**src/mfx_pkg.sv**
```systemverilog
// Shared constants, opcode map and carrier types of the multifunction instruction core.
//
// Operation
// - The exchange_step_skip instruction swaps A with the word at B, steps B, compares B with K and skips the next instruction once B has passed K.
// - The one-byte short_jump moves the program counter by a signed displacement of at most 32 locations either way.
// - The one-byte table_call pushes the return address and then loads one of 16 table entries into the program counter.
// - The two-byte relative_call reaches any entry within about 1k locations either side of the program counter.
// - The bit_set_op, bit_clear_op and bit_test_op instructions act on any bit of a byte addressed directly or through B.
// - Registers stay inside the core, outside the memory map; memory-operand and bit instructions reach only what answers on the memory port.
// - Decimal add and subtract give correct packed decimal results on four-digit words and two-digit bytes.
// - The arithmetic unit multiplies 16 by 16 bits, divides 16 by 16 bits and divides a 32-bit dividend by 16 bits.
// - Multiply and divide take their second operand as immediate data or as a value read from memory.
`default_nettype none

package mfx_pkg;

   // Reset values and table placement.
   localparam logic [15:0] MFX_PC_RESET   = 16'h0000;
   localparam logic [15:0] MFX_SP_RESET   = 16'h0100;
   localparam logic [15:0] MFX_TABLE_BASE = 16'h0040;

   // Iterative divider length, one quotient bit per clock.
   localparam int unsigned MFX_DIV_STEPS = 32;

   // Single opcodes.
   localparam logic [7:0] MFX_OP_NOP    = 8'h00;
   localparam logic [7:0] MFX_OP_LDA    = 8'h01;
   localparam logic [7:0] MFX_OP_LDB    = 8'h02;
   localparam logic [7:0] MFX_OP_LDK    = 8'h03;
   localparam logic [7:0] MFX_OP_XS_INC = 8'h10;
   localparam logic [7:0] MFX_OP_XS_DEC = 8'h11;

   // Opcode groups: value of the fixed upper bits.
   localparam logic [4:0] MFX_GRP_RCALL = 5'h04;   // 0010_0ddd, then one displacement byte.
   localparam logic [3:0] MFX_GRP_TCALL = 4'h3;    // 0011_iiii.
   localparam logic [1:0] MFX_GRP_JUMP  = 2'h1;    // 01dd_dddd.
   localparam logic [1:0] MFX_GRP_BIT   = 2'h2;    // 10oo_mbbb.
   localparam logic [1:0] MFX_GRP_ARITH = 2'h3;    // 11bm_0ccc.

   // Field positions.
   localparam int unsigned MFX_F_BITMODE = 3;      // Bit ops: 1 = direct 16-bit address.
   localparam int unsigned MFX_F_ARMEM   = 4;      // Arithmetic: 1 = operand from memory.
   localparam int unsigned MFX_F_ARBYTE  = 5;      // Arithmetic: 1 = decimal on bytes.

   // Bit operation codes, opcode bits 5:4.
   localparam logic [1:0] MFX_BIT_SET   = 2'h0;
   localparam logic [1:0] MFX_BIT_CLEAR = 2'h1;
   localparam logic [1:0] MFX_BIT_TEST  = 2'h2;

   // Arithmetic operation codes, opcode bits 2:0.
   localparam logic [2:0] MFX_AR_DADC = 3'h0;
   localparam logic [2:0] MFX_AR_DSBC = 3'h1;
   localparam logic [2:0] MFX_AR_MULT = 3'h2;
   localparam logic [2:0] MFX_AR_DIV  = 3'h3;
   localparam logic [2:0] MFX_AR_DIVD = 3'h4;

   // Pointer step of the exchange instruction, in bytes.
   localparam logic [15:0] MFX_XS_STEP = 16'h0002;

   typedef struct packed {
      logic        req;
      logic        we;
      logic        word;
      logic [15:0] addr;
      logic [15:0] wdata;
   } mfx_mem_req_t;

   typedef struct packed {
      logic [15:0] pc;
      logic [15:0] a;
      logic [15:0] b;
      logic [15:0] x;
      logic [15:0] k;
      logic [15:0] sp;
      logic        carry;
      logic        skip;
   } mfx_regs_t;

endpackage : mfx_pkg

`default_nettype wire

```
**src/mfx_bcd_digit.sv**
```systemverilog
// One packed decimal digit adder with carry, chained for byte and word decimal arithmetic.
`default_nettype none

module mfx_bcd_digit (
   // Operand digits and carry in.
   input  wire logic [3:0] a,
   input  wire logic [3:0] b,
   input  wire logic       cin,
   // Result digit and carry out.
   output logic      [3:0] sum,
   output logic            cout
);

   logic [4:0] raw;

   assign raw  = {1'b0, a} + {1'b0, b} + {4'h0, cin};
   assign cout = raw > 5'h09;
   // Adding six folds the binary overflow of a digit back into 0..9.
   assign sum  = cout ? 4'(raw + 5'h06) : raw[3:0];

endmodule : mfx_bcd_digit

`default_nettype wire

```
**src/mfx_core.sv**
```systemverilog
// Instruction sequencer for exchange-and-skip, short and table calls, bit ops and decimal/mul/div.
`default_nettype none

module mfx_core #(
   parameter logic [15:0] TABLE_BASE = mfx_pkg::MFX_TABLE_BASE,
   parameter logic [15:0] PC_RESET   = mfx_pkg::MFX_PC_RESET,
   parameter logic [15:0] SP_RESET   = mfx_pkg::MFX_SP_RESET
) (
   // Clock, reset and freeze.
   input  wire logic                  clock,
   input  wire logic                  arst_n,
   input  wire logic                  ce,
   // Program and data memory, one request at a time.
   output var  mfx_pkg::mfx_mem_req_t mem_req,
   input  wire logic                  mem_ack,
   input  wire logic [15:0]           mem_rdata,
   // Architectural state.
   output var  mfx_pkg::mfx_regs_t    regs
);

   import mfx_pkg::*;

   typedef enum logic [3:0] {
      S_FETCH, S_OPND, S_EXEC, S_RD, S_ALU, S_WR, S_PUSH, S_TBL, S_DIV
   } mfx_state_t;

   mfx_state_t   state_q;
   mfx_mem_req_t mreq_q;
   logic [15:0]  pc_q, a_q, b_q, x_q, k_q, sp_q;
   logic         c_q, skip_q, tcall_q;
   logic [7:0]   op_q;
   logic [1:0]   nrem_q;
   logic [15:0]  imm_q, ea_q, opnd_q, tgt_q, ret_q, wdat_q;
   logic [31:0]  quo_q;
   logic [16:0]  rem_q;
   logic [5:0]   cnt_q;

   ////////////////////////////////////////////////////////////////////////////////
   // Decode.

   // Operand bytes that follow an opcode; a skip must step over these too.
   function automatic logic [1:0] opnd_len(input logic [7:0] o);
      logic [1:0] n;
      n = 2'd0;
      if (o == MFX_OP_LDA || o == MFX_OP_LDB || o == MFX_OP_LDK) n = 2'd2;
      else if (o[7:3] == MFX_GRP_RCALL) n = 2'd1;
      else if (o[7:6] == MFX_GRP_BIT && o[MFX_F_BITMODE]) n = 2'd2;
      else if (o[7:6] == MFX_GRP_ARITH) begin
         if (o[MFX_F_ARMEM]) n = 2'd2;
         else if (o[MFX_F_ARBYTE] && o[2:1] == 2'd0) n = 2'd1;
         else n = 2'd2;
      end
      return n;
   endfunction : opnd_len

   function automatic mfx_mem_req_t mk_req(input logic we, input logic word,
                                           input logic [15:0] addr, input logic [15:0] wd);
      mfx_mem_req_t r;
      r.req   = 1'b1;
      r.we    = we;
      r.word  = word;
      r.addr  = addr;
      r.wdata = wd;
      return r;
   endfunction : mk_req

   logic is_jp, is_rcall, is_tcall, is_xs, is_bit, is_ar, dec_byte, rd_word, xs_passed;
   logic [2:0]  ar_code;
   logic [15:0] b_step;
   logic [7:0]  bit_mask;

   assign is_jp     = op_q[7:6] == MFX_GRP_JUMP;
   assign is_rcall  = op_q[7:3] == MFX_GRP_RCALL;
   assign is_tcall  = op_q[7:4] == MFX_GRP_TCALL;
   assign is_xs     = op_q == MFX_OP_XS_INC || op_q == MFX_OP_XS_DEC;
   assign is_bit    = op_q[7:6] == MFX_GRP_BIT && op_q[5:4] != 2'h3;
   assign ar_code   = op_q[2:0];
   assign is_ar     = op_q[7:6] == MFX_GRP_ARITH && !op_q[3] && ar_code <= MFX_AR_DIVD;
   assign dec_byte  = op_q[MFX_F_ARBYTE] && (ar_code == MFX_AR_DADC || ar_code == MFX_AR_DSBC);
   assign rd_word   = is_xs || (is_ar && !dec_byte);
   assign bit_mask  = 8'h01 << op_q[2:0];
   assign b_step    = op_q[0] ? b_q - MFX_XS_STEP : b_q + MFX_XS_STEP;
   assign xs_passed = op_q[0] ? b_step < k_q : b_step > k_q;

   ////////////////////////////////////////////////////////////////////////////////
   // Packed decimal adder; subtraction adds the nines' complement plus carry.

   logic [15:0] bcd_b, bcd_sum;
   logic [4:0]  bcd_c;

   assign bcd_c[0] = c_q;

   for (genvar i = 0; i < 4; i++) begin : g_digit
      assign bcd_b[4*i +: 4] = (ar_code == MFX_AR_DSBC) ? 4'h9 - opnd_q[4*i +: 4]
                                                         : opnd_q[4*i +: 4];
      mfx_bcd_digit u_digit (
         .a   (a_q[4*i +: 4]),
         .b   (bcd_b[4*i +: 4]),
         .cin (bcd_c[i]),
         .sum (bcd_sum[4*i +: 4]),
         .cout(bcd_c[i+1])
      );
   end

   ////////////////////////////////////////////////////////////////////////////////
   // Restoring divider step; a zero divisor yields an all-ones quotient.

   logic [16:0] div_sh;
   logic        div_ge;
   logic [31:0] div_quo_n;
   logic [16:0] div_rem_n;

   assign div_sh    = {rem_q[15:0], quo_q[31]};
   assign div_ge    = div_sh >= {1'b0, opnd_q};
   assign div_quo_n = {quo_q[30:0], div_ge};
   assign div_rem_n = div_ge ? div_sh - {1'b0, opnd_q} : div_sh;

   ////////////////////////////////////////////////////////////////////////////////
   // Sequencer.

   always_ff @(posedge clock or negedge arst_n) begin
      if (!arst_n) begin
         state_q <= S_FETCH;
         mreq_q  <= '0;
         pc_q    <= PC_RESET;
         sp_q    <= SP_RESET;
         {a_q, b_q, x_q, k_q} <= '0;
         {c_q, skip_q, tcall_q} <= '0;
         op_q    <= 8'h00;
         nrem_q  <= 2'd0;
         {imm_q, ea_q, opnd_q, tgt_q, ret_q, wdat_q} <= '0;
         quo_q   <= 32'h0000_0000;
         rem_q   <= '0;
         cnt_q   <= '0;
      end else if (ce) begin
         case (state_q)
            S_FETCH: begin
               if (mem_ack) begin
                  mreq_q.req <= 1'b0;
                  op_q       <= mem_rdata[7:0];
                  pc_q       <= pc_q + 16'h0001;
                  nrem_q     <= opnd_len(mem_rdata[7:0]);
                  imm_q      <= 16'h0000;
                  if (opnd_len(mem_rdata[7:0]) != 2'd0) state_q <= S_OPND;
                  else if (skip_q) skip_q <= 1'b0;
                  else state_q <= S_EXEC;
               end else if (!mreq_q.req) begin
                  mreq_q <= mk_req(1'b0, 1'b0, pc_q, 16'h0000);
               end
            end
            S_OPND: begin
               if (mem_ack) begin
                  mreq_q.req <= 1'b0;
                  pc_q       <= pc_q + 16'h0001;
                  nrem_q     <= nrem_q - 2'd1;
                  // Operands are little-endian: the first byte is the low byte.
                  if (nrem_q == 2'd1 && opnd_len(op_q) == 2'd2)
                     imm_q <= {mem_rdata[7:0], imm_q[7:0]};
                  else
                     imm_q <= {8'h00, mem_rdata[7:0]};
                  if (nrem_q == 2'd1) begin
                     state_q <= skip_q ? S_FETCH : S_EXEC;
                     skip_q  <= 1'b0;
                  end
               end else if (!mreq_q.req) begin
                  mreq_q <= mk_req(1'b0, 1'b0, pc_q, 16'h0000);
               end
            end
            S_EXEC: begin
               opnd_q  <= imm_q;
               state_q <= S_FETCH;
               if (op_q == MFX_OP_LDA) a_q <= imm_q;
               else if (op_q == MFX_OP_LDB) b_q <= imm_q;
               else if (op_q == MFX_OP_LDK) k_q <= imm_q;
               else if (is_jp) begin
                  pc_q <= pc_q + {{10{op_q[5]}}, op_q[5:0]};
               end else if (is_rcall) begin
                  ret_q   <= pc_q;
                  tgt_q   <= pc_q + {{5{op_q[2]}}, op_q[2:0], imm_q[7:0]};
                  tcall_q <= 1'b0;
                  state_q <= S_PUSH;
               end else if (is_tcall) begin
                  ret_q   <= pc_q;
                  tgt_q   <= TABLE_BASE + {11'h000, op_q[3:0], 1'b0};
                  tcall_q <= 1'b1;
                  state_q <= S_PUSH;
               end else if (is_xs) begin
                  ea_q    <= b_q;
                  state_q <= S_RD;
               end else if (is_bit) begin
                  ea_q    <= op_q[MFX_F_BITMODE] ? imm_q : b_q;
                  state_q <= S_RD;
               end else if (is_ar) begin
                  ea_q    <= imm_q;
                  state_q <= op_q[MFX_F_ARMEM] ? S_RD : S_ALU;
               end
            end
            S_RD: begin
               // Any address goes to the one memory port; the core's own registers are not reachable there.
               if (mem_ack) begin
                  mreq_q.req <= 1'b0;
                  opnd_q     <= rd_word ? mem_rdata : {8'h00, mem_rdata[7:0]};
                  state_q    <= S_ALU;
               end else if (!mreq_q.req) begin
                  mreq_q <= mk_req(1'b0, rd_word, ea_q, 16'h0000);
               end
            end
            S_ALU: begin
               state_q <= S_FETCH;
               if (is_xs) begin
                  a_q     <= opnd_q;
                  wdat_q  <= a_q;
                  b_q     <= b_step;
                  skip_q  <= xs_passed;
                  state_q <= S_WR;
               end else if (is_bit) begin
                  if (op_q[5:4] == MFX_BIT_TEST) begin
                     skip_q <= ~opnd_q[op_q[2:0]];
                  end else begin
                     wdat_q  <= (op_q[5:4] == MFX_BIT_CLEAR)
                                ? {8'h00, opnd_q[7:0] & ~bit_mask}
                                : {8'h00, opnd_q[7:0] | bit_mask};
                     state_q <= S_WR;
                  end
               end else begin
                  case (ar_code)
                     MFX_AR_DADC, MFX_AR_DSBC: begin
                        a_q <= dec_byte ? {8'h00, bcd_sum[7:0]} : bcd_sum;
                        c_q <= dec_byte ? bcd_c[2] : bcd_c[4];
                     end
                     MFX_AR_MULT: {x_q, a_q} <= 32'(a_q) * 32'(opnd_q);
                     MFX_AR_DIV, MFX_AR_DIVD: begin
                        quo_q   <= (ar_code == MFX_AR_DIVD) ? {x_q, a_q}
                                                            : {16'h0000, a_q};
                        rem_q   <= '0;
                        cnt_q   <= '0;
                        state_q <= S_DIV;
                     end
                     default: state_q <= S_FETCH;
                  endcase
               end
            end
            S_DIV: begin
               quo_q <= div_quo_n;
               rem_q <= div_rem_n;
               cnt_q <= cnt_q + 6'd1;
               if (cnt_q == 6'(MFX_DIV_STEPS - 1)) begin
                  a_q     <= div_quo_n[15:0];
                  x_q     <= div_rem_n[15:0];
                  state_q <= S_FETCH;
               end
            end
            S_WR: begin
               if (mem_ack) begin
                  mreq_q.req <= 1'b0;
                  state_q    <= S_FETCH;
               end else if (!mreq_q.req) begin
                  mreq_q <= mk_req(1'b1, is_xs, ea_q, wdat_q);
               end
            end
            S_PUSH: begin
               if (mem_ack) begin
                  mreq_q.req <= 1'b0;
                  sp_q       <= sp_q + 16'h0002;
                  if (tcall_q) begin
                     state_q <= S_TBL;
                  end else begin
                     pc_q    <= tgt_q;
                     state_q <= S_FETCH;
                  end
               end else if (!mreq_q.req) begin
                  mreq_q <= mk_req(1'b1, 1'b1, sp_q, ret_q);
               end
            end
            S_TBL: begin
               if (mem_ack) begin
                  mreq_q.req <= 1'b0;
                  pc_q       <= mem_rdata;
                  state_q    <= S_FETCH;
               end else if (!mreq_q.req) begin
                  mreq_q <= mk_req(1'b0, 1'b1, tgt_q, 16'h0000);
               end
            end
            default: state_q <= S_FETCH;
         endcase
      end
   end

   assign mem_req = mreq_q;
   assign regs    = '{pc: pc_q, a: a_q, b: b_q, x: x_q, k: k_q, sp: sp_q,
                      carry: c_q, skip: skip_q};

endmodule : mfx_core

`default_nettype wire

```
**config.mk**
```make
export PLATFORM = sky130hd
export DESIGN_NAME = mfx_core
export DESIGN_NICKNAME = d
export VERILOG_FILES = /design/src/mfx_pkg.sv /design/src/mfx_bcd_digit.sv /design/src/mfx_core.sv
export SDC_FILE = /design/constraint.sdc
export NUM_CORES = 2
export LEC_CHECK = 0
export ABC_AREA = 0
export BUFFER_PORTS_ARGS = -buffer_cell sky130_fd_sc_hd__buf_2
export CAP_MARGIN = 20
export CORE_UTILIZATION = 45
export CTS_BUF_LIST = sky130_fd_sc_hd__clkbuf_4 sky130_fd_sc_hd__clkbuf_8
export DETAILED_ROUTE_END_ITERATION = 16
export SYNTH_ARGS = -nofsm -noshare
export SYNTH_HDL_FRONTEND = slang
export SYNTH_SLANG_ARGS = --single-unit
```
**constraint.sdc**
```tcl
create_clock -name clock -period 20.7 [get_ports clock]
set_input_delay 1.035 -clock clock [delete_from_list [all_inputs] [get_ports clock]]
set_output_delay 1.035 -clock clock [all_outputs]
set_load 0.02 [all_outputs]
```
==> metrics.txt <==
DRT Pass-1 Iters 7; Cell Count Post-Placement 3740; GR Util All Layers 0.299; critical path's slowest cell dfrtp_1; Die Area 59700 um2; number of synthesized flops with an enable pin 0; post-synthesis async set-or-reset flop share 1.00; Avg WL per Cell ~23 um; syn avg cell area 8.97 um2; Mapped Nets 3375; htree depth 2; simple-gate portion of the synthesized area 0.156; Max stage delay on crit path 0.69 ns; post-cts gate resize count 0; critical path type register to register; initial drt markers slightly above 2000; status finished clean; post-synthesis adder-cell area fraction 0.252; CTS Buf Count 53; Core Area 57900 um2; I/O Buffers 151; root buf cell clkbuf_8; fin cells 3840; DRC Markers 0; worst-margin pin slew 1.04 ns; logic gate share of total power 0.681; # IOs 153; leakage power 0.0142 uW; final WL just under 90000 um; Hold Vio Cnt, Final 0; Clock transition at path regs 0.06 ns; Pwr per Cell Area approximately 190 nW/um2; antenna-violating nets left 0; RePlAce Congestion 0.944; row count 88; first-pass GRT wire length about 140000 um; setup violators final 0; #FFs+latches synth 297; Post-Synth XOR/XNOR Area 0.0338; Post CTS Setup Buffer Count 0; Final Net Count approximately 3500; crit-path max FO 19; share of post-route cells with drive strength above 1 0.124; fin crit share 0.442; power share of the clock group 0.116; HP Class input port to asynchronous set/reset pin; vias after detailed routing about 22000; vias in the first global route ~23000; synth warn 0; Largest register FFs 35; Seq pwr share 0.203; Clk Latency, worst-skew pair 0.67 ns; die width 244 um; Max clock buf depth 3; Most used DFF post-synth dfrtp_1; CP arrival 9.65 ns; Synth Area in Compound Gates 0.169; VDD IR-drop max 0.102 mV; post-synthesis cell type count around 90; Gate Count Post-Synth a little under 3000; Final TNS setup 0 ns; Seq/Total Area, Yosys 0.281; GR Overflow Total 0; switch share 0.530; Initial Util 0.456; CP most frequent cell fa_1; largest net degree at the start of global routing 102; CP Launch Type register; Peak Freq 109 MHz; Min Clock Period, post-route ~9.2 ns; initial antenna violation count 2; Clock Sinks around 300; sw power 2890 uW; DPL Wire Length about 66000 um; Slew headroom 0.306; multiplexer share of the synthesized area 0.0389; internal power 2560 uW; crit path capture type register; worst clock skew 0.0358 ns; area grow syn2layout 10.3%; Worst EP required approximately 21 ns; Post-Syn Area 26400 um2; hold_buf cts 0; # Max-Cap Violations 0; DR vias/cell between 5 and 6; combinational family with the most area after synthesis adder cells; fin. max-slew vios 0; CTS tree built; height of the die 244 um; RSZ-0062 raised after global routing false
power groups by stage:
stage / Sequential (uW) / Combinational [uW] / Clock, uW
2_1_floorplan: 1010 / 2560 / 0
3_3_place_gp: 1090 / 3570 / 0
3_5_place_dp: 1100 / 3630 / 0
4_1_cts: 1090 / 3670 / 639
5_1_grt: 1120 / 4110 / 666
6_report: 1110 / 3710 / 629
worst max-delay path, delay by kind of cell, from the launching register on:
kind,cells,cell delay [ns]
buffers and inverters,3,0.42
muxes,1,0.14
DFF,1,0.69
and+or+nand+nor,5,1.06
adders and majority gates,9,3.48
AOI/OAI and AO/OA,9,1.87
xor gates and xnor gates,5,1.29
synth_stat cells, drive strengths merged, types with 14 or more instances:
cell / n / area, um2
a211oi: 33 / 248
a21o: 45 / 338
a21oi: 151 / 756
a221oi: 35 / 319
a222oi: 19 / 190
a22o: 14 / 123
a22oi: 54 / 405
a31oi: 35 / 219
and2: 113 / 707
buf: 41 / 218
clkbuf: 131 / 494
dfrtp: 296 / 7410
fa: 206 / 4120
ha: 202 / 2530
inv: 297 / 1110
mux2: 41 / 462
mux2i: 52 / 521
nand2: 417 / 1570
nand2b: 18 / 113
nand3: 41 / 210
nand4: 14 / 87.6
nor2: 164 / 621
nor2b: 24 / 150
nor3: 40 / 226
o21a: 22 / 165
o21ai: 184 / 921
xnor2: 76 / 666
xor2: 26 / 228
final cells by class:
cell class | instances | area [um2]
Sequential cell | 297 | 7430
Timing Repair Buffer | 201 | 1170
Inverter | 297 | 1110
Antenna cell | 2 | 5.00
Tap cell | 765 | 957
Clock inverter | 10 | 105
Multi-Input combinational cell | 2181 | 17200
Fill cell | 5595 | 28800
Clock buffer | 87 | 1130
through the flow:
stage | util | hold slack (ns) | cell area, um2 | setup WS (ns) | total power (uW)
finish | 0.503 | 0.402 | 29100 | 11.55 | 5440
global route | 0.503 | 0.447 | 29100 | 10.99 | 5900
CTS | 0.503 | 0.408 | 29100 | 11.65 | 5410
detailed placement | 0.481 | 0.474 | 27900 | 11.71 | 4740
global placement | 0.481 | 0.464 | 27900 | 12.06 | 4660
floorplan | - | 0.439 | 26400 | 11.82 | 3570
kinds of logic (layout without fill, tap and decap cells):
logic type	count (synthesis)	count (layout)
AO/OA/AOI/OAI	685	685
flip-flops	297	297
XOR/XNOR	102	102
buffers and inverters	469	595
multiplexers	95	95
other	1	3
adder cells (fa/ha/maj)	408	408
AND/OR/NAND/NOR	890	890
layer usage:
metal  track usage  share of wire
met1         0.426           0.44
met2         0.456           0.44
met3        0.0566          0.080
met4        0.0945          0.034
met5             0              0
path summary, 6_finish.rpt:
check	cells after the start	start	end	slack (ns)
setup / recovery	32	op_q[1]	a_q[14]	11.55
hold / removal	1	arst_n	mem_req[13]	0.40
setup reg to reg	32	op_q[1]	a_q[14]	11.55
hold reg to reg	2	quo_q[20]	quo_q[20]	0.48
max in group asynchronous	4	arst_n	x_q[4]	18.08
min in group clock	2	quo_q[20]	quo_q[20]	0.48
cells in the final DEF (no fill, tap or decap), types with 10 or more instances in the layout:
cell      instances
inv_1           297
mux2_2           41
xnor2_1          76
clkbuf_8         76
clkbuf_4         11
fa_1            206
mux2i_1          52
nor2b_1          24
and3_1           13
o211ai_1         13
nor3_1           35
a222oi_1         19
nand2b_1         18
xor2_1           26
a21oi_1         150
a31oi_1          34
nor2_1          160
a22oi_1          54
a211oi_1         33
or3_1            12
buf_4            48
a221oi_1         33
a21o_1           45
nand3_1          40
nand4_1          14
o21ai_1          22
nand2_1         417
buf_2           150
ha_1            202
a22o_1           14
o21a_1           22
o21ai_0         162
dfrtp_1         296
and2_1          112
o22ai_1          10
Power figures use the tool's default switching activity.
